File: src/common/adc_seq_pkg.sv
// constants, register map and timing of the conversion sequencer
// What this block does
// channel select is the fixed channel, or the top channel of each scan round
// channel select writes apply after the conversion, or after the scan round
// busy is set on start and held while converting, cleared when idle
// status sample flag is high exactly during each sampling phase; the o_sample pin follows one cycle later
// start samples, holds, converts, stores result with channel tag, raises completion flag
// hardware clears start after fixed single conversion, or after channel 0 in scan single
// continuous modes never clear start by hardware
// software stop in scan modes finishes the round through channel 0
// software stop in fixed modes finishes the conversion, then stops and clears busy
// clearing then setting start aborts and restarts with current settings
// mode codes 00 fixed single, 01 fixed continuous, 10 scan single, 11 scan continuous
// a mode change is evaluated only after the running conversion
// resolution bit zero gives 10-bit result, one gives faster 8-bit result
// conversion results go to the primary result register; the alternate is written by software only
// device loads channel tag bits 15:12 of primary result, never the alternate
// result alignment follows compatibility or enhanced placement and resolution
// result bits unused by the placement read as zero
// fixed single sets completion flag, stops, clears busy and start
// fixed continuous restarts the channel after each conversion, flag each time
// scan modes flag each conversion and step down to channel 0
// scan continuous restarts the round from channel select after channel 0
// conversion core is a request/done handshake, shorter latency for 8-bit
package adc_seq_pkg;

  // ==========================================================
  // register byte addresses
  localparam logic [31:0] CTRL_OFFS = 32'h0000_0000;
  localparam logic [31:0] CFG_OFFS  = 32'h0000_0004;
  localparam logic [31:0] STAT_OFFS = 32'h0000_0008;
  localparam logic [31:0] INJ_OFFS  = 32'h0000_f0a0;
  localparam logic [31:0] RES_OFFS  = 32'h0000_fea0;

  // ==========================================================
  // field positions
  localparam int CH_LSB      = 0;
  localparam int CH_W        = 4;
  localparam int MODE_LSB    = 5;
  localparam int START_BIT   = 7;
  localparam int BUSY_BIT    = 8;
  localparam int RES8_BIT    = 0;
  localparam int ENH_BIT     = 1;
  localparam int SAMPLE_BIT  = 0;
  localparam int DONE_BIT    = 1;
  localparam int TAG_LSB     = 12;
  localparam int VAL_W       = 12;
  localparam int CODE_W      = 10;

  // ==========================================================
  // reset values
  localparam logic [15:0] RESULT_RST = 16'h0000;
  localparam logic [15:0] INJ_RST    = 16'h0000;
  localparam logic [3:0]  CH_RST     = 4'h0;
  localparam logic [1:0]  MODE_RST   = 2'h0;

  // ==========================================================
  // conversion modes
  localparam logic [1:0] MODE_FIX_SINGLE  = 2'b00;
  localparam logic [1:0] MODE_FIX_CONT    = 2'b01;
  localparam logic [1:0] MODE_SCAN_SINGLE = 2'b10;
  localparam logic [1:0] MODE_SCAN_CONT   = 2'b11;

  // ==========================================================
  // timing of the conversion core model
  localparam int CLK_MHZ        = 20;
  localparam int SAMPLE_TIME_NS = 500;
  localparam int CONV10_TIME_NS = 2000;
  localparam int CONV8_TIME_NS  = 1600;
  localparam int SAMPLE_CYC     = (SAMPLE_TIME_NS * CLK_MHZ + 999) / 1000;
  localparam int CONV10_CYC     = (CONV10_TIME_NS * CLK_MHZ + 999) / 1000;
  localparam int CONV8_CYC      = (CONV8_TIME_NS * CLK_MHZ + 999) / 1000;

endpackage : adc_seq_pkg

File: src/core/adc_core_model.sv
// request/done model of the sample-and-convert core
module adc_core_model #(
  parameter int SAMPLE_CYCLES = adc_seq_pkg::SAMPLE_CYC,
  parameter int CONV10_CYCLES = adc_seq_pkg::CONV10_CYC,
  parameter int CONV8_CYCLES  = adc_seq_pkg::CONV8_CYC
) (
  input  wire logic                          i_sys_clk,
  input  wire logic                          i_rst,
  input  wire logic                          i_req,
  input  wire logic                          i_abort,
  input  wire logic                          i_res8,
  input  wire logic [adc_seq_pkg::CODE_W-1:0] i_code,
  output logic                               o_sample,
  output logic                               o_done,
  output logic [adc_seq_pkg::CODE_W-1:0]      o_code
);

  if (SAMPLE_CYCLES < 1 || CONV8_CYCLES < 1 || CONV8_CYCLES > CONV10_CYCLES || CONV10_CYCLES > 65535) begin : g_bad
    $error("adc_core_model: latency parameters out of range");
  end

  typedef enum logic [1:0] {PH_IDLE, PH_SAMPLE, PH_CONVERT} phase_t;

  phase_t      phase_r;
  logic [15:0] cnt_r;
  logic [15:0] conv_len;

  // ==========================================================
  // latency select
  assign conv_len = i_res8 ? 16'(CONV8_CYCLES) : 16'(CONV10_CYCLES);

  // ==========================================================
  // phase sequencer
  always_ff @(posedge i_sys_clk) begin
    o_done <= 1'b0;
    if (i_rst || i_abort) begin
      phase_r  <= PH_IDLE;
      cnt_r    <= 16'h0000;
      o_sample <= 1'b0;
      if (i_rst) begin
        o_code <= '0;
      end
    end else begin
      unique case (phase_r)
        PH_IDLE: begin
          if (i_req) begin
            phase_r  <= PH_SAMPLE;
            cnt_r    <= 16'(SAMPLE_CYCLES - 1);
            o_sample <= 1'b1;
          end
        end
        PH_SAMPLE: begin
          if (cnt_r == 16'h0000) begin
            // level is held from here on while converting
            o_code   <= i_code;
            o_sample <= 1'b0;
            phase_r  <= PH_CONVERT;
            cnt_r    <= conv_len - 16'h0001;
          end else begin
            cnt_r <= cnt_r - 16'h0001;
          end
        end
        PH_CONVERT: begin
          if (cnt_r == 16'h0000) begin
            o_done  <= 1'b1;
            phase_r <= PH_IDLE;
          end else begin
            cnt_r <= cnt_r - 16'h0001;
          end
        end
        default: begin
          phase_r <= PH_IDLE;
        end
      endcase
    end
  end

endmodule : adc_core_model

File: src/core/adc_conversion_sequencer.sv
// converter sequencer with apb register file
//
// The APB register port is this design's own decision.
module adc_conversion_sequencer #(
  parameter int SAMPLE_CYCLES = adc_seq_pkg::SAMPLE_CYC,
  parameter int CONV10_CYCLES = adc_seq_pkg::CONV10_CYC,
  parameter int CONV8_CYCLES  = adc_seq_pkg::CONV8_CYC
) (
  input  wire logic                           i_sys_clk,
  input  wire logic                           i_rst,
  input  wire logic                           i_psel,
  input  wire logic                           i_penable,
  input  wire logic                           i_pwrite,
  input  wire logic [31:0]                    i_paddr,
  input  wire logic [31:0]                    i_pwdata,
  output logic                                o_pready,
  output logic [31:0]                         o_prdata,
  output logic                                o_pslverr,
  input  wire logic [adc_seq_pkg::CODE_W-1:0] i_analog_code,
  output logic [adc_seq_pkg::CH_W-1:0]        o_mux_channel,
  output logic                                o_busy,
  output logic                                o_sample,
  output logic                                o_completion_irq_flag
);

  typedef enum logic [1:0] {ST_IDLE, ST_LAUNCH, ST_WAIT} seq_state_t;

  localparam int CHW = adc_seq_pkg::CH_W;
  localparam int CW  = adc_seq_pkg::CODE_W;

  // the level passes the mux register and two sync flops before the core may hold it
  if (SAMPLE_CYCLES < 3) begin : g_bad_sample
    $error("adc_conversion_sequencer: sample phase shorter than the input path");
  end

  // ==========================================================
  // declarations
  logic [CW-1:0]   code_meta_r;
  logic [CW-1:0]   code_sync_r;
  logic            pready_r;
  logic [31:0]     prdata_r;
  logic            pslverr_r;
  logic [CHW-1:0]  channel_select_r;
  logic [1:0]      conversion_mode_field_r;
  logic            start_stop_bit_r;
  logic            start_stop_bit_nxt;
  logic            res8_r;
  logic            enhanced_r;
  logic            busy_flag_r;
  logic            completion_irq_flag_r;
  logic            completion_irq_flag_nxt;
  logic [15:0]     conversion_result_r;
  logic [15:0]     conversion_result_nxt;
  logic [15:0]     injected_result_r;
  seq_state_t      state_r;
  seq_state_t      state_nxt;
  logic [CHW-1:0]  cur_ch_r;
  logic [CHW-1:0]  cur_ch_nxt;
  logic            load_sel_r;
  logic            load_sel_nxt;
  logic            res_act_r;
  logic            core_sample;
  logic            core_done;
  logic [CW-1:0]   core_code;
  logic            sample_out_r;

  // ==========================================================
  // analog code input synchroniser
  always_ff @(posedge i_sys_clk) begin
    if (i_rst) begin
      code_meta_r <= '0;
      code_sync_r <= '0;
    end else begin
      code_meta_r <= i_analog_code;
      code_sync_r <= code_meta_r;
    end
  end

  // ==========================================================
  // apb decode
  wire setup_phase = i_psel & ~i_penable;
  wire access_done = i_psel & i_penable & pready_r;
  wire wr_en       = access_done & i_pwrite;
  wire hit_ctrl    = (i_paddr == adc_seq_pkg::CTRL_OFFS);
  wire hit_cfg     = (i_paddr == adc_seq_pkg::CFG_OFFS);
  wire hit_stat    = (i_paddr == adc_seq_pkg::STAT_OFFS);
  wire hit_inj     = (i_paddr == adc_seq_pkg::INJ_OFFS);
  wire hit_res     = (i_paddr == adc_seq_pkg::RES_OFFS);
  wire mapped      = hit_ctrl | hit_cfg | hit_stat | hit_inj | hit_res;
  wire wr_ctrl     = wr_en & hit_ctrl;
  wire wr_cfg      = wr_en & hit_cfg;
  wire wr_stat     = wr_en & hit_stat;
  wire wr_inj      = wr_en & hit_inj;
  wire wr_res      = wr_en & hit_res;

  wire [31:0] rd_ctrl = {23'h000000, busy_flag_r, start_stop_bit_r, conversion_mode_field_r,
                         1'b0, channel_select_r};
  wire [31:0] rd_cfg  = {30'h00000000, enhanced_r, res8_r};
  wire [31:0] rd_stat = {30'h00000000, completion_irq_flag_r, core_sample};
  wire [31:0] rd_data = hit_ctrl ? rd_ctrl :
                        hit_cfg  ? rd_cfg  :
                        hit_stat ? rd_stat :
                        hit_inj  ? {16'h0000, injected_result_r} :
                        hit_res  ? {16'h0000, conversion_result_r} : 32'h0000_0000;

  // one wait-free access: answer is prepared during the setup cycle
  always_ff @(posedge i_sys_clk) begin
    if (i_rst) begin
      pready_r  <= 1'b0;
      prdata_r  <= 32'h0000_0000;
      pslverr_r <= 1'b0;
    end else begin
      pready_r  <= setup_phase;
      pslverr_r <= setup_phase & ~mapped;
      if (setup_phase) begin
        prdata_r <= i_pwrite ? 32'h0000_0000 : rd_data;
      end
    end
  end

  // ==========================================================
  // start control and sequencing decisions
  wire sw_start_wr = wr_ctrl & i_pwdata[adc_seq_pkg::START_BIT];
  wire core_busy   = (state_r != ST_IDLE);
  wire done_evt    = (state_r == ST_WAIT) & core_done;
  wire scan_mode   = conversion_mode_field_r[1];
  wire round_left  = scan_mode & (cur_ch_r != '0);
  wire fix_again   = (conversion_mode_field_r == adc_seq_pkg::MODE_FIX_CONT) & start_stop_bit_r;
  wire scan_again  = (conversion_mode_field_r == adc_seq_pkg::MODE_SCAN_CONT) & start_stop_bit_r;
  wire single_mode = (conversion_mode_field_r == adc_seq_pkg::MODE_FIX_SINGLE) |
                     (conversion_mode_field_r == adc_seq_pkg::MODE_SCAN_SINGLE);
  // only single modes end by clearing start; continuous modes leave it alone
  wire stop_evt    = done_evt & ~round_left & ~fix_again & ~scan_again;
  wire hw_clear    = stop_evt & single_mode;
  // a 0->1 toggle of start; a toggle that meets the hardware clear still counts
  wire start_req   = sw_start_wr & (~start_stop_bit_r | hw_clear);
  wire restart     = start_req & core_busy;
  wire core_req    = (state_r == ST_LAUNCH);
  wire [CHW-1:0] launch_ch = load_sel_r ? channel_select_r : cur_ch_r;

  always_comb begin
    state_nxt    = state_r;
    cur_ch_nxt   = cur_ch_r;
    load_sel_nxt = load_sel_r;
    if (start_req) begin
      state_nxt    = ST_LAUNCH;
      load_sel_nxt = 1'b1;
    end else begin
      unique case (state_r)
        ST_IDLE: begin
          state_nxt = ST_IDLE;
        end
        ST_LAUNCH: begin
          state_nxt    = ST_WAIT;
          cur_ch_nxt   = launch_ch;
          load_sel_nxt = 1'b0;
        end
        ST_WAIT: begin
          if (done_evt) begin
            // mode is read here, only once the conversion has ended
            if (round_left) begin
              state_nxt    = ST_LAUNCH;
              cur_ch_nxt   = cur_ch_r - 4'h1;
              load_sel_nxt = 1'b0;
            end else if (fix_again || scan_again) begin
              state_nxt    = ST_LAUNCH;
              load_sel_nxt = 1'b1;
            end else begin
              state_nxt = ST_IDLE;
            end
          end
        end
      endcase
    end
  end

  always_comb begin
    start_stop_bit_nxt = start_stop_bit_r;
    if (wr_ctrl) begin
      // software write wins over the hardware clear of the same cycle
      start_stop_bit_nxt = i_pwdata[adc_seq_pkg::START_BIT];
    end else if (hw_clear) begin
      start_stop_bit_nxt = 1'b0;
    end
  end

  // ==========================================================
  // result placement
  wire [7:0]    res8_val  = core_code[CW-1:2];
  wire [CW-1:0] res10_val = core_code;
  wire [11:0]   aligned   = enhanced_r ?
                            (res_act_r ? {res8_val, 4'h0} : {res10_val, 2'b00}) :
                            (res_act_r ? {2'b00, res8_val, 2'b00} : {2'b00, res10_val});

  always_comb begin
    conversion_result_nxt   = conversion_result_r;
    completion_irq_flag_nxt = completion_irq_flag_r;
    if (wr_res) begin
      conversion_result_nxt = i_pwdata[15:0];
    end
    if (wr_stat && i_pwdata[adc_seq_pkg::DONE_BIT]) begin
      completion_irq_flag_nxt = 1'b0;
    end
    if (done_evt && !restart) begin
      conversion_result_nxt   = {cur_ch_r, aligned};
      completion_irq_flag_nxt = 1'b1;
    end
  end

  // ==========================================================
  // registers
  always_ff @(posedge i_sys_clk) begin
    if (i_rst) begin
      channel_select_r        <= adc_seq_pkg::CH_RST;
      conversion_mode_field_r <= adc_seq_pkg::MODE_RST;
      res8_r                  <= 1'b0;
      enhanced_r              <= 1'b0;
      injected_result_r       <= adc_seq_pkg::INJ_RST;
    end else begin
      if (wr_ctrl) begin
        channel_select_r        <= i_pwdata[adc_seq_pkg::CH_LSB +: CHW];
        conversion_mode_field_r <= i_pwdata[adc_seq_pkg::MODE_LSB +: 2];
      end
      if (wr_cfg) begin
        res8_r     <= i_pwdata[adc_seq_pkg::RES8_BIT];
        enhanced_r <= i_pwdata[adc_seq_pkg::ENH_BIT];
      end
      if (wr_inj) begin
        // alternate register is software-owned; the sequencer never writes it
        injected_result_r <= i_pwdata[15:0];
      end
    end
  end

  always_ff @(posedge i_sys_clk) begin
    if (i_rst) begin
      start_stop_bit_r      <= 1'b0;
      completion_irq_flag_r <= 1'b0;
      conversion_result_r   <= adc_seq_pkg::RESULT_RST;
    end else begin
      start_stop_bit_r      <= start_stop_bit_nxt;
      completion_irq_flag_r <= completion_irq_flag_nxt;
      conversion_result_r   <= conversion_result_nxt;
    end
  end

  always_ff @(posedge i_sys_clk) begin
    if (i_rst) begin
      state_r     <= ST_IDLE;
      cur_ch_r    <= '0;
      load_sel_r  <= 1'b0;
      busy_flag_r <= 1'b0;
      res_act_r   <= 1'b0;
    end else begin
      state_r     <= state_nxt;
      cur_ch_r    <= cur_ch_nxt;
      load_sel_r  <= load_sel_nxt;
      busy_flag_r <= (state_nxt != ST_IDLE);
      if (core_req) begin
        res_act_r <= res8_r;
      end
    end
  end

  // ==========================================================
  // outputs
  always_ff @(posedge i_sys_clk) begin
    if (i_rst) begin
      o_mux_channel <= '0;
      sample_out_r  <= 1'b0;
    end else begin
      sample_out_r <= core_sample;
      if (core_req) begin
        o_mux_channel <= launch_ch;
      end
    end
  end

  assign o_pready              = pready_r;
  assign o_prdata              = prdata_r;
  assign o_pslverr             = pslverr_r;
  assign o_busy                = busy_flag_r;
  assign o_sample              = sample_out_r;
  assign o_completion_irq_flag = completion_irq_flag_r;

  // ==========================================================
  // conversion core
  adc_core_model #(
    .SAMPLE_CYCLES (SAMPLE_CYCLES),
    .CONV10_CYCLES (CONV10_CYCLES),
    .CONV8_CYCLES  (CONV8_CYCLES)
  ) u_core (
    .i_sys_clk (i_sys_clk),
    .i_rst     (i_rst),
    .i_req     (core_req),
    .i_abort   (restart),
    .i_res8    (res_act_r), // latency follows the resolution latched at launch
    .i_code    (code_sync_r),
    .o_sample  (core_sample),
    .o_done    (core_done),
    .o_code    (core_code)
  );

endmodule : adc_conversion_sequencer

File: config.mk
export PLATFORM = sky130hd
export DESIGN_NAME = adc_conversion_sequencer
export DESIGN_NICKNAME = d
export VERILOG_FILES = /design/src/common/adc_seq_pkg.sv /design/src/core/adc_core_model.sv /design/src/core/adc_conversion_sequencer.sv
export SDC_FILE = /design/constraint.sdc
export NUM_CORES = 1
export LEC_CHECK = 0
export BUFFER_PORTS_ARGS = -buffer_cell sky130_fd_sc_hd__buf_2
export CORE_ASPECT_RATIO = 1.2
export CORE_MARGIN = 4
export CORE_UTILIZATION = 55
export DETAILED_ROUTE_END_ITERATION = 8
export GPL_TIMING_DRIVEN = 0
export PLACE_DENSITY = 0.87
export SETUP_SLACK_MARGIN = 0.05
export SLEW_MARGIN = 10
export SYNTH_ARGS = -nofsm -noshare
export SYNTH_HDL_FRONTEND = slang
export SYNTH_SLANG_ARGS = --single-unit
File: constraint.sdc
create_clock -name i_sys_clk -period 3.43 [get_ports i_sys_clk]
set_input_delay 0.343 -clock i_sys_clk [delete_from_list [all_inputs] [get_ports i_sys_clk]]
set_output_delay 0.343 -clock i_sys_clk [all_outputs]
set_load 0.01 [all_outputs]
### Yosys cells after proc, flatten, opt, wreduce, memory -nomap -nowiden

Cells that the tools add are included.

* bits in registers: 140
* input bits: 79
* output and inout port bits: 41
* logic and storage cells: 158

* $add $sub $neg: 3
* equal/unequal tests: 20
* muxes and demuxes: 46
* bitwise operators: 35
* reduce and logical (&&, ||, !) cells: 29

Operators by type and width (number)
* $mux 16: 11
* $eq 32x16->1 const B: 2
* $pmux 16 s3: 1
* $mux 10: 4
* $eq 32x3->1 const B: 1
* $eq 32x4->1 const B: 1
* $logic_not 32->1: 1
* $sub 16x1->16 const B: 2
* $and 1x1->1: 21
* $mux 4: 5
* $reduce_bool 2->1: 9
* $logic_not 16->1: 1
* $reduce_and 3->1: 5
* $mux 1: 13
* $mux 12: 1
* $mux 2: 6
* $pmux 2 s3: 2
* $ne 2x2->1 const B: 5
* $eq 2x2->1 const B: 4
* $not 1->1: 8
* $pmux 4 s2: 1
* $eq 2x1->1 const B: 3
* $logic_not 2->1: 3
* $or 1x1->1: 6
* other kinds (12): 17

### Longest topological paths before layout

Gate-level depths: netlist of run 1.

* depth in word-level cells: 13
* gate-level depth with buffers: 11
* gate-level depth less buffers: 7

### Modules after synthesis

A second synthesis of run 1 with hierarchy kept.

* cells, all modules: 684
* area total of the unflattened synthesis: 6054.6 um2

Modules (own cells, without submodules)
* adc_conversion_sequencer: instances 1, cells an instance 508, area each 4408.0 um2, seq. area each 1881.8 um2
* adc_core_model: instances 1, cells an instance 176, area each 1646.6 um2, seq. area each 700.7 um2

### Least setup slack after synthesis of run 1

OpenSTA, ideal clock, no wires.

* kind: register to register
* from: reg cur_ch_r[0]
* to: reg u_core.o_code[0] (netlist bit), enable pin
* library setup time: 0.391 ns
* arrival: 2.153 ns
* required time: 3.039 ns
* slack: 0.886 ns
* stages on the path, launching flop included: 9
* buffers on the path: 2
* period minus slack after synthesis: 2.544 ns
* cell sequence: dfxtp_1 > inv_1 > ha_1 > or3b_1 > a22o_1 > nor4_2 > buf_4 > buf_6 > o21ai_0

* longest elaborated chain between the ends: 13
* elaborated cells between the ends (all ways): 15
* classes of those cells: eq/ne: 1; bitwise: 9; reduce/logical: 5

RTL lines
* start, declared: RTL line adc_conversion_sequencer.sv:57 `logic [CHW-1:0] cur_ch_r;`
* start signal, assigned: RTL line adc_conversion_sequencer.sv:256 `cur_ch_r <= cur_ch_nxt;`
* $reduce_bool 4->1 (*): RTL line adc_conversion_sequencer.sv:127 `wire round_left = scan_mode & (cur_ch_r != '0);`
* $and 1x1->1 (*): RTL line adc_conversion_sequencer.sv:127
* $not 1->1 (*): RTL line adc_conversion_sequencer.sv:133 `wire stop_evt = done_evt & ~round_left & ~fix_again & ~scan_again;`
* $and 1x1->1 (*) (3 in a row): RTL line adc_conversion_sequencer.sv:133
* $and 1x1->1 (*): RTL line adc_conversion_sequencer.sv:134 `wire hw_clear = stop_evt & single_mode;`
* $or 1x1->1 (*): RTL line adc_conversion_sequencer.sv:136 `wire start_req = sw_start_wr & (~start_stop_bit_r | hw_clear);`
* $and 1x1->1 (*): RTL line adc_conversion_sequencer.sv:136
* $and 1x1->1 (*): RTL line adc_conversion_sequencer.sv:137 `wire restart = start_req & core_busy;`
* $logic_or 1x1->1 (*): RTL line adc_core_model.sv:36 `if (i_rst || i_abort) begin`
* $ne 2x2->1 (no line) or $reduce_bool 2->1 (tied branches)
* $reduce_and 3->1 (no line) (*)
* end signal, assigned: RTL line adc_core_model.sv:55 `o_code <= i_code;`
* end, declared: RTL line adc_core_model.sv:15 `output logic [adc_seq_pkg::CODE_W-1:0] o_code`

Every way passes the cells marked *; elsewhere a longest branch is shown, timed or not.
A chain may end at the register's enable or synchronous reset.

### Final worst setup path of run 1

Ends and elaborated chain as after synthesis.

==> results of run 1 <==
==> per-stage QoR <==
stage	setup slack [ps]	hold slack, ps	power (W)	util (%)
after global routing	450	129	0.00428	68.8
after global placement	513	421	0.00234	63.2
after CTS	383	121	0.00411	68.8
final	585	123	0.00411	68.8
after detailed placement	424	420	0.00237	63.2
after floorplan	886	414	0.00217	-
==> cells by family after synthesis <==
family | after synthesis
other | 1
flip-flops | 124
multiplexers | 35
XOR/XNOR | 13
adder cells (fa/ha/maj) | 11
buffers and inverters | 74
AO/OA/AOI/OAI | 127
AND/OR/NAND/NOR | 290
==> synthesized netlist by cell type (4+ instances only) <==
cell type and n:
a211oi_1 8, a21oi_1 31, a22o_1 16, a311oi_1 9, a31oi_1 19, and2_1 13, buf_2 7, buf_4 20
clkbuf_1 25, dfxtp_1 114, edfxtp_1 10, ha_1 11, inv_1 16, mux2_2 6, mux2i_1 29, nand2_1 73
nand2b_1 7, nand3_1 19, nand4_1 14, nor2_1 54, nor2b_1 23, nor3_1 20, nor3b_1 8, nor4_1 7
nor4_2 8, nor4_4 4, o21ai_0 15, o31ai_1 10, or2_2 5, or3_1 8, xnor2_1 4, xor2_1 9
==> sequential cells by signal, indices dropped and copies added, names as in the netlist, 2 cells and up <==
register,count
u_core.phase_r,2
code_meta_r,10
channel_select_r,4
conversion_result_r,16
code_sync_r,10
injected_result_r,16
cur_ch_r,4
o_prdata,16
conversion_mode_field_r,2
u_core.cnt_r,16
u_core.o_code,10
state_r,2
o_mux_channel,4
==> routing by layer <==
metal	track usage (%)	vias to the layer above
met5	0	-
met4	13.0	0
met3	7.21	50
met2	43.9	282
met1	30.4	2552
li1	-	2653
==> area by class of cell <==
cell class	count	area, um2
repair buffers	85	425
multi-input cells	492	3200
inverters	17	63.8
clock inverters	13	128
fillers	850	3330
clock buffers	19	464
flip-flops and latches	124	2580
well taps	129	161
plain buffers	57	313
==> critical path: cells and delay by family (launching register included) <==
kind	cells	cell delay (ps)
AOI/OAI and AO/OA	2	560
adders and majority gates	1	190
buffers and inverters	3	510
DFF	1	350
and+or+nand+nor	2	880
==> how the worst min path moves through the flow <==
stage               cells after the start                        end
CTS                                     2  code_meta_r[7]$_SDFF_PP0_
detailed placement                      1  code_sync_r[6]$_SDFF_PP0_
floorplan                               1  code_sync_r[0]$_SDFF_PP0_
global placement                        1  code_sync_r[1]$_SDFF_PP0_
finish                                  2  code_meta_r[7]$_SDFF_PP0_
global route                            2  code_meta_r[5]$_SDFF_PP0_
==> report_power, final <==
part,internal (W),switching (W),total (W)
combinational,0.000304,0.000452,0.000756
sequential,0.00153,0.0000671,0.00160
clock,0.00107,0.000687,0.00176
==> impl_metrics.csv, run 1 <==
group,metric,value,unit
worst_setup_path,max_stage_delay,470,ps
worst_setup_path,cp.required,3500,ps
worst_setup_path,crit_fanout,10,
synthesis,muxShareOfSynthArea,5.86,%
cts,clkLatencyLatePin,430,ps
worst_setup_path,crit_path_start_kind,"flop",
route,vias,5537,
worst_setup_path,worstSetupStartpoint,"cur_ch_r[0]$_SDFFE_PP0P_",
final_layout,final_cell_mix,"114 x dfxtp_1, 92 x buf_2, 73 x nand2_1",
min_path,hold_start,"i_analog_code[7]",
grt,track_usage,25.9,%
cts,numCtsBuffers,17,
final_layout,fin_nets,884,
synthesis,netlist_instances,675,
route,wl_per_cell,17.3,um
floorplanning,fp.dieH,123,um
cts,cts-root-buf,"clkbuf_16",
route,drcViolationCount,0,
grt,grt_pass1_wl,26700,um
worst_setup_path,crit_end,"u_core.o_code[0]$_SDFFCE_PP0P_",
worst_setup_path,r2r_slack,580,ps
worst_setup_path,worstPathCellList,"inv_1 > ha_1 > or3b_1 > a22o_1 > nor4_2 > buf_4 > buf_6 > o21ai_1",
route,vias_per_cell,5.92,
worst_setup_path,rr_startpoint,"cur_ch_r[0]$_SDFFE_PP0P_",
final_layout,area_growth_syn_to_layout,20.2,%
route,top_layer_used,"met4",
worst_setup_path,end_kind,"flop",
synthesis,yosysWarnings,0,
grt,grt-ovfl-total,0,
synthesis,synth_top_family_by_area,"simple AND/OR/NAND/NOR gates",
final_layout,diodes,0,
final_layout,final_common_cell,"dfxtp_1",
power_and_ir_drop,power_density,560,nW/um2
sta,drv_slew,0,
synthesis,ys.flop_type,"dfxtp_1",
worst_setup_path,crit_arrival,2920,ps
cts,cts_buffer_depth,2,
cts,cts_tree,"done",
synthesis,synth-seq-cells,124,
run_status,status,"complete, no violations",
cts,clk_pin_slew,60,ps
cts,cts.sinks,124,
job,maxCapViolCount,0,
route,dr.pass1.iters,5,
floorplanning,die_w,104,um
worst_setup_path,cp_slowest_cell,"nor4_2",
cts,cts_htree_levels,4,
final_layout,stdcell_count,936,
sta,fin_crit_sh,83.0,%
synthesis,synth-seq-area-share,42.3,%
sta,slew_headroom,45.9,%
floorplanning,dieArea,12900,um2
route,drt-met1-wl,6490,um
sta,fin_crit,2850,ps
power_and_ir_drop,vdd_drop_max,0.427,mV
grt,grt_start_max_net_pins,17,
floorplanning,core_area,10700,um2
grt,antenna_found_initial,1,
synthesis,syn-cell-area,6100,um2
floorplanning,ios,120,
power_and_ir_drop,leakage,2.84,nW
cts,postCtsSetupRepairBufs,0,
sta,tns,0,ps
place,portBuffers,85,
floorplanning,rows,41,
sta,setup-violations-final,0,
synthesis,yosysTopAreaCell,"dfxtp_1",
worst_setup_path,rr_worst_depth,8,
route,route.met2.wl,7830,um
route,drtIter0Drc,436,
route,ant_nets,0,
place,place.gp.congestion,0.891,
synthesis,synth_simple_gate_area_share,27.0,%
grt,first_global_vias,5392,
floorplanning,initial_utilization,57.2,%
synthesis,synthArstFlopShare,0,%
final_layout,drive_gt1_share,22.8,%
sta,max_freq,351,MHz
cts,holdBufCountCts,0,
synthesis,synth-edff-count,10,
min_path,hold_class,"primary input to flop",
worst_setup_path,critPathKind,"flop to flop",
final_layout,stdcell_area,7340,um2
sta,hold_violations,0,
route,wl,16200,um
synthesis,synth-compound-area-share,14.5,%
sta,fin_skew,14.7,ps
place,place_inst,904,
sta,rsz0062_at_grt,"no",
synthesis,synthAdderAreaFrac,2.25,%
route,wl_met3,1260,um
synthesis,synth_area_per_cell,9.04,um2
cts,cts_resized,0,
synthesis,yosys.area_share.xor_xnor,1.87,%
synthesis,synth_area_leaders,"dfxtp_1 37%, edfxtp_1 4.9%, mux2i_1 4.8%",
synthesis,ys_types,65,
synthesis,netlist.area_leader.share,37.4,%
place,dp_hpwl,11900,um
place,placed_area,6750,um2
sta,worst_slew_pin_slew,806,ps
worst_setup_path,r2r_end,"u_core.o_code[0]$_SDFFCE_PP0P_",
(Power assumes the default switching activity.)
==> run 2, diff against run 1 <==
==> constraint.sdc (replaced) <==
create_clock -name i_sys_clk -period 2.7 [get_ports i_sys_clk]
set_input_delay 0.27 -clock i_sys_clk [delete_from_list [all_inputs] [get_ports i_sys_clk]]
set_output_delay 0.27 -clock i_sys_clk [all_outputs]
set_load 0.01 [all_outputs]
==> impl_metrics.csv, run 2 (synthesized netlist as in run 1, its figures left out) <==
group,metric,value,unit
run_status,status,"complete, no violations",
route,vias,5538,
sta,fin_crit,2530,ps
route,ant_nets,0,
sta,setup_ws,168,ps
place,dpl_worst_slack,-306,ps
place,dp_hpwl,11900,um
route,wl,16300,um
cts,cts-root-buf,"clkbuf_16",
route,vias_per_cell,5.92,
sta,fin_skew,12.3,ps
floorplanning,die_w,104,um
sta,fin_crit_sh,93.8,%
floorplanning,initial_utilization,57.2,%
route,drcViolationCount,0,
worst_setup_path,max_stage_delay,400,ps
power_and_ir_drop,power_density,714,nW/um2
floorplanning,dieArea,12900,um2
power_and_ir_drop,vdd_drop_max,0.544,mV
worst_setup_path,cp.required,2980,ps
cts,cts_htree_levels,4,
worst_setup_path,crit_top_cell,"buf_2",
cts,clk_pin_slew,60,ps
worst_setup_path,end_kind,"flop",
sta,drv_slew,0,
cts,cts_buffer_depth,2,
grt,grt_pass1_wl,26700,um
min_path,hold_class,"primary input to flop",
grt,track_usage,25.9,%
cts,numCtsBuffers,17,
cts,clkLatencyLatePin,430,ps
route,wl_per_cell,17.4,um
final_layout,diodes,0,
floorplanning,rows,41,
grt,first_global_vias,5387,
floorplanning,fp.dieH,123,um
worst_setup_path,path_buf_inv,3,
final_layout,final_cell_mix,"114 x dfxtp_1, 92 x buf_2, 73 x nand2_1",
worst_setup_path,crit_path_start_kind,"flop",
final_layout,fill_cells,844,
cts,cts_tree,"done",
final_layout,fin_nets,884,
cts,holdBufCountCts,0,
place,place.gp.congestion,0.891,
place,portBuffers,85,
job,maxCapViolCount,0,
route,dr.pass1.iters,5,
route,drtIter0Drc,420,
sta,hold_violations,0,
sta,max_freq,395,MHz
worst_setup_path,crit_family,"simple AND/OR/NAND/NOR gates",
grt,grt_start_max_net_pins,17,
cts,postCtsSetupRepairBufs,0,
final_layout,final_common_cell,"dfxtp_1",
worst_setup_path,cp_slowest_cell,"or3b_1",
grt,grt-ovfl-total,0,
floorplanning,ios,120,
final_layout,final_util,69.1,%
sta,worst_slew_pin_slew,747,ps
power_and_ir_drop,leakage,2.84,nW
worst_setup_path,worstPathCellList,"inv_1 > ha_1 > or3b_1 > a22o_1 > nor4_4 > or2_2 > buf_2 > buf_2 > a311oi_1",
worst_setup_path,crit_fanout,10,
sta,slew_headroom,50.1,%
cts,cts.sinks,124,
floorplanning,core_area,10700,um2
final_layout,area_growth_syn_to_layout,20.7,%
grt,antenna_found_initial,0,
worst_setup_path,crit_arrival,2810,ps
sta,rsz0062_at_grt,"no",
sta,setup-violations-final,0,
final_layout,drive_gt1_share,23.2,%
worst_setup_path,critPathKind,"flop to flop",
[run 2: area by class of cell]
cell class / instances / area [um2] / share of cell area [%]
sequential: 124 / 2580 / 35.0
clock buffer: 19 / 464 / 6.30
multi-input combinational: 492 / 3230 / 43.8
inverter: 17 / 63.8 / 0.866
timing repair buffer: 85 / 425 / 5.77
tap: 129 / 161 / 2.19
buffer: 57 / 318 / 4.31
clock inverter: 13 / 128 / 1.73
[run 2: final timing paths]
check / from / slack, ps / depth (start not counted) / endpoint
worst max-delay path: cur_ch_r[0]$_SDFFE_PP0P_ / 170 / 9 / conversion_result_r[1]$_SDFFE_PP0P_
worst min-delay path: i_analog_code[7] / 50 / 2 / code_meta_r[7]$_SDFF_PP0_
worst max register to register: cur_ch_r[0]$_SDFFE_PP0P_ / 170 / 9 / conversion_result_r[1]$_SDFFE_PP0P_
worst min register to register: code_meta_r[8]$_SDFF_PP0_ / 430 / 1 / code_sync_r[8]$_SDFF_PP0_
[run 2: stage by stage]
stage	TNS, ps	hold slack, ps	area, um2	power (W)	instances
final	0	49.4	7370	0.00526	936
after global routing	0	55.9	7370	0.00546	936
after CTS	0	48.1	7350	0.00523	936
after detailed placement	-3200	420	6750	0.00301	904
after global placement	-2170	421	6750	0.00297	904
after floorplan	0	398	6160	0.00276	690
[run 2: where the power goes]
part | total, W | internal [W] | switching, W | leakage [nW]
registers | 0.00203 | 0.00195 | 0.0000859 | 1.03
clock network | 0.00224 | 0.00136 | 0.000876 | 0.290
logic | 0.000990 | 0.000391 | 0.000600 | 1.53
[run 2: layer usage]
layer	share of wire, %	global-route usage, %	vias to the layer above
met5	0	0	-
met4	4.5	13.0	0
met3	8.3	6.95	61
met2	48	44.1	294
met1	40	30.5	2522
li1	-	-	2661
[run 2: what timing repair did]
item / in CTS / in global routing
pin swaps: 1 / 0
endpoints found under the setup margin: 33 / 17
gates resized for setup: 3 / 5
==> run 3, diff against run 2 <==
--- a/config.mk
+++ b/config.mk
@@ -7,10 +7,11 @@
 export LEC_CHECK = 0
 export BUFFER_PORTS_ARGS = -buffer_cell sky130_fd_sc_hd__buf_2
 export CORE_ASPECT_RATIO = 1.2
-export CORE_MARGIN = 4
+export CORE_MARGIN = 2
 export CORE_UTILIZATION = 55
 export DETAILED_ROUTE_END_ITERATION = 8
 export GPL_TIMING_DRIVEN = 0
+export MAX_ROUTING_LAYER = met4
 export PLACE_DENSITY = 0.87
 export SETUP_SLACK_MARGIN = 0.05
 export SLEW_MARGIN = 10
==> impl_metrics.csv, run 3 (synthesized netlist as in run 1, its figures left out) <==
group,metric,value,unit
power_and_ir_drop,vdd_drop_max,0.443,mV
final_layout,final_util,67.7,%
final_layout,final_cell_mix,"114 x dfxtp_1, 92 x buf_2, 73 x nand2_1",
grt,grt-ovfl-total,0,
cts,cts_tree,"done",
floorplanning,rows,42,
sta,fin_skew,6.17,ps
final_layout,drive_gt1_share,23.6,%
final_layout,stdcell_area,7400,um2
floorplanning,fp.dieH,119,um
sta,drv_slew,0,
route,drtIter0Drc,305,
final_layout,fill_cells,829,
route,wl,15500,um
route,wl_per_cell,16.4,um
min_path,hold_class,"primary input to flop",
grt,grt_start_max_net_pins,17,
final_layout,diodes,0,
worst_setup_path,crit_fanout,10,
final_layout,area_growth_syn_to_layout,21.2,%
sta,fin_crit_sh,93.9,%
worst_setup_path,crit_path_start_kind,"flop",
route,vias_per_cell,5.95,
floorplanning,die_w,100,um
final_layout,fin_nets,886,
floorplanning,core_area,10900,um2
power_and_ir_drop,power_density,705,nW/um2
place,place.gp.congestion,0.988,
grt,antenna_found_initial,0,
final_layout,final_common_cell,"dfxtp_1",
cts,cts.sinks,124,
route,drcViolationCount,0,
cts,holdBufCountCts,0,
place,dp_hpwl,11000,um
cts,cts-root-buf,"clkbuf_16",
sta,max_freq,395,MHz
route,ant_nets,0,
floorplanning,dieArea,12000,um2
sta,tns,0,ps
worst_setup_path,cp.required,2870,ps
sta,worst_slew_pin_slew,695,ps
floorplanning,initial_utilization,55.8,%
sta,hold_ws,50.7,ps
cts,clkLatencyLatePin,420,ps
route,dr.pass1.iters,5,
cts,clk_pin_slew,60,ps
place,placed_area,6750,um2
sta,rsz0062_at_grt,"no",
cts,cts_buffer_depth,2,
worst_setup_path,end_kind,"flop",
sta,slew_headroom,53.5,%
worst_setup_path,crit_arrival,2710,ps
route,vias,5602,
cts,numCtsBuffers,17,
sta,setup-violations-final,0,
place,portBuffers,85,
power_and_ir_drop,leakage,2.86,nW
grt,track_usage,27.5,%
worst_setup_path,critPathKind,"flop to flop",
job,maxCapViolCount,0,
min_path,hold-path-cell-count,2,
worst_setup_path,rr_worst_depth,9,
cts,cts_htree_levels,4,
floorplanning,ios,120,
run_status,status,"complete, no violations",
sta,hold_violations,0,
grt,grt_pass1_wl,25000,um
sta,fin_crit,2530,ps
grt,first_global_vias,5243,
run 3: changes by cell type in the layout (fill, tap and decap cells not counted), sizes merged:
cell,change
clkbuf,-1
buf,+3
run 3: report_power, final:
group | internal, W | switching [W] | total (W)
sequential | 0.00195 | 0.0000824 | 0.00203
combinational | 0.000390 | 0.000574 | 0.000964
clock | 0.00134 | 0.000886 | 0.00222
total | 0.00367 | 0.00154 | 0.00521
run 3: cell type report:
| class | count | area, um2 | area share, % |
|---|---|---|---|
| multi-input cells | 492 | 3240 | 43.8 |
| flip-flops and latches | 124 | 2580 | 34.9 |
| clock buffers | 19 | 453 | 6.12 |
| repair buffers | 87 | 440 | 5.95 |
| plain buffers | 57 | 320 | 4.33 |
| well taps | 132 | 165 | 2.23 |
| clock inverters | 13 | 133 | 1.79 |
| inverters | 17 | 63.8 | 0.863 |
run 3: final timing paths:
kind / slack [ps] / from / endpoint
max: 170 / cur_ch_r[0]$_SDFFE_PP0P_ / u_core.o_code[6]$_SDFFCE_PP0P_
min: 50 / i_analog_code[3] / code_meta_r[3]$_SDFF_PP0_
max reg2reg: 170 / cur_ch_r[0]$_SDFFE_PP0P_ / u_core.o_code[6]$_SDFFCE_PP0P_
min reg2reg: 430 / code_meta_r[5]$_SDFF_PP0_ / code_sync_r[5]$_SDFF_PP0_
run 3: critical path, cell delays in order (launching register included):
cell	delay, ps
dfxtp_1	350
inv_1	100
ha_1	190
or3b_4	410
a22o_4	290
nor4_4	360
buf_6	180
nor2_1	70
buf_2	170
and2_1	170
run 3: per-layer routing:
metal | wire, um | track usage (%) | vias up
met4 | 793 | 17.7 | 0
met1 | 6010 | 31.1 | 2580
li1 | - | - | 2650
met2 | 7390 | 43.6 | 307
met3 | 1290 | 5.81 | 65
met5 | 0 | - | -
run 3: timing repair:
| item | 4_1_cts | 5_1_grt |
|---|---|---|
| setup buffers | 0 | 2 |
| gates resized for setup | 4 | 10 |
| pin swaps | 1 | 1 |
| setup endpoints to repair | 18 | 17 |
run 3: per-stage QoR:
step / total power (W) / setup WS [ps] / instances
2_1_floorplan: 0.00276 / 156 / 690
3_3_place_gp: 0.00296 / -191 / 907
3_5_place_dp: 0.00298 / -260 / 907
4_1_cts: 0.00519 / 128 / 939
5_1_grt: 0.00544 / 42.7 / 941
6_report: 0.00521 / 165 / 941
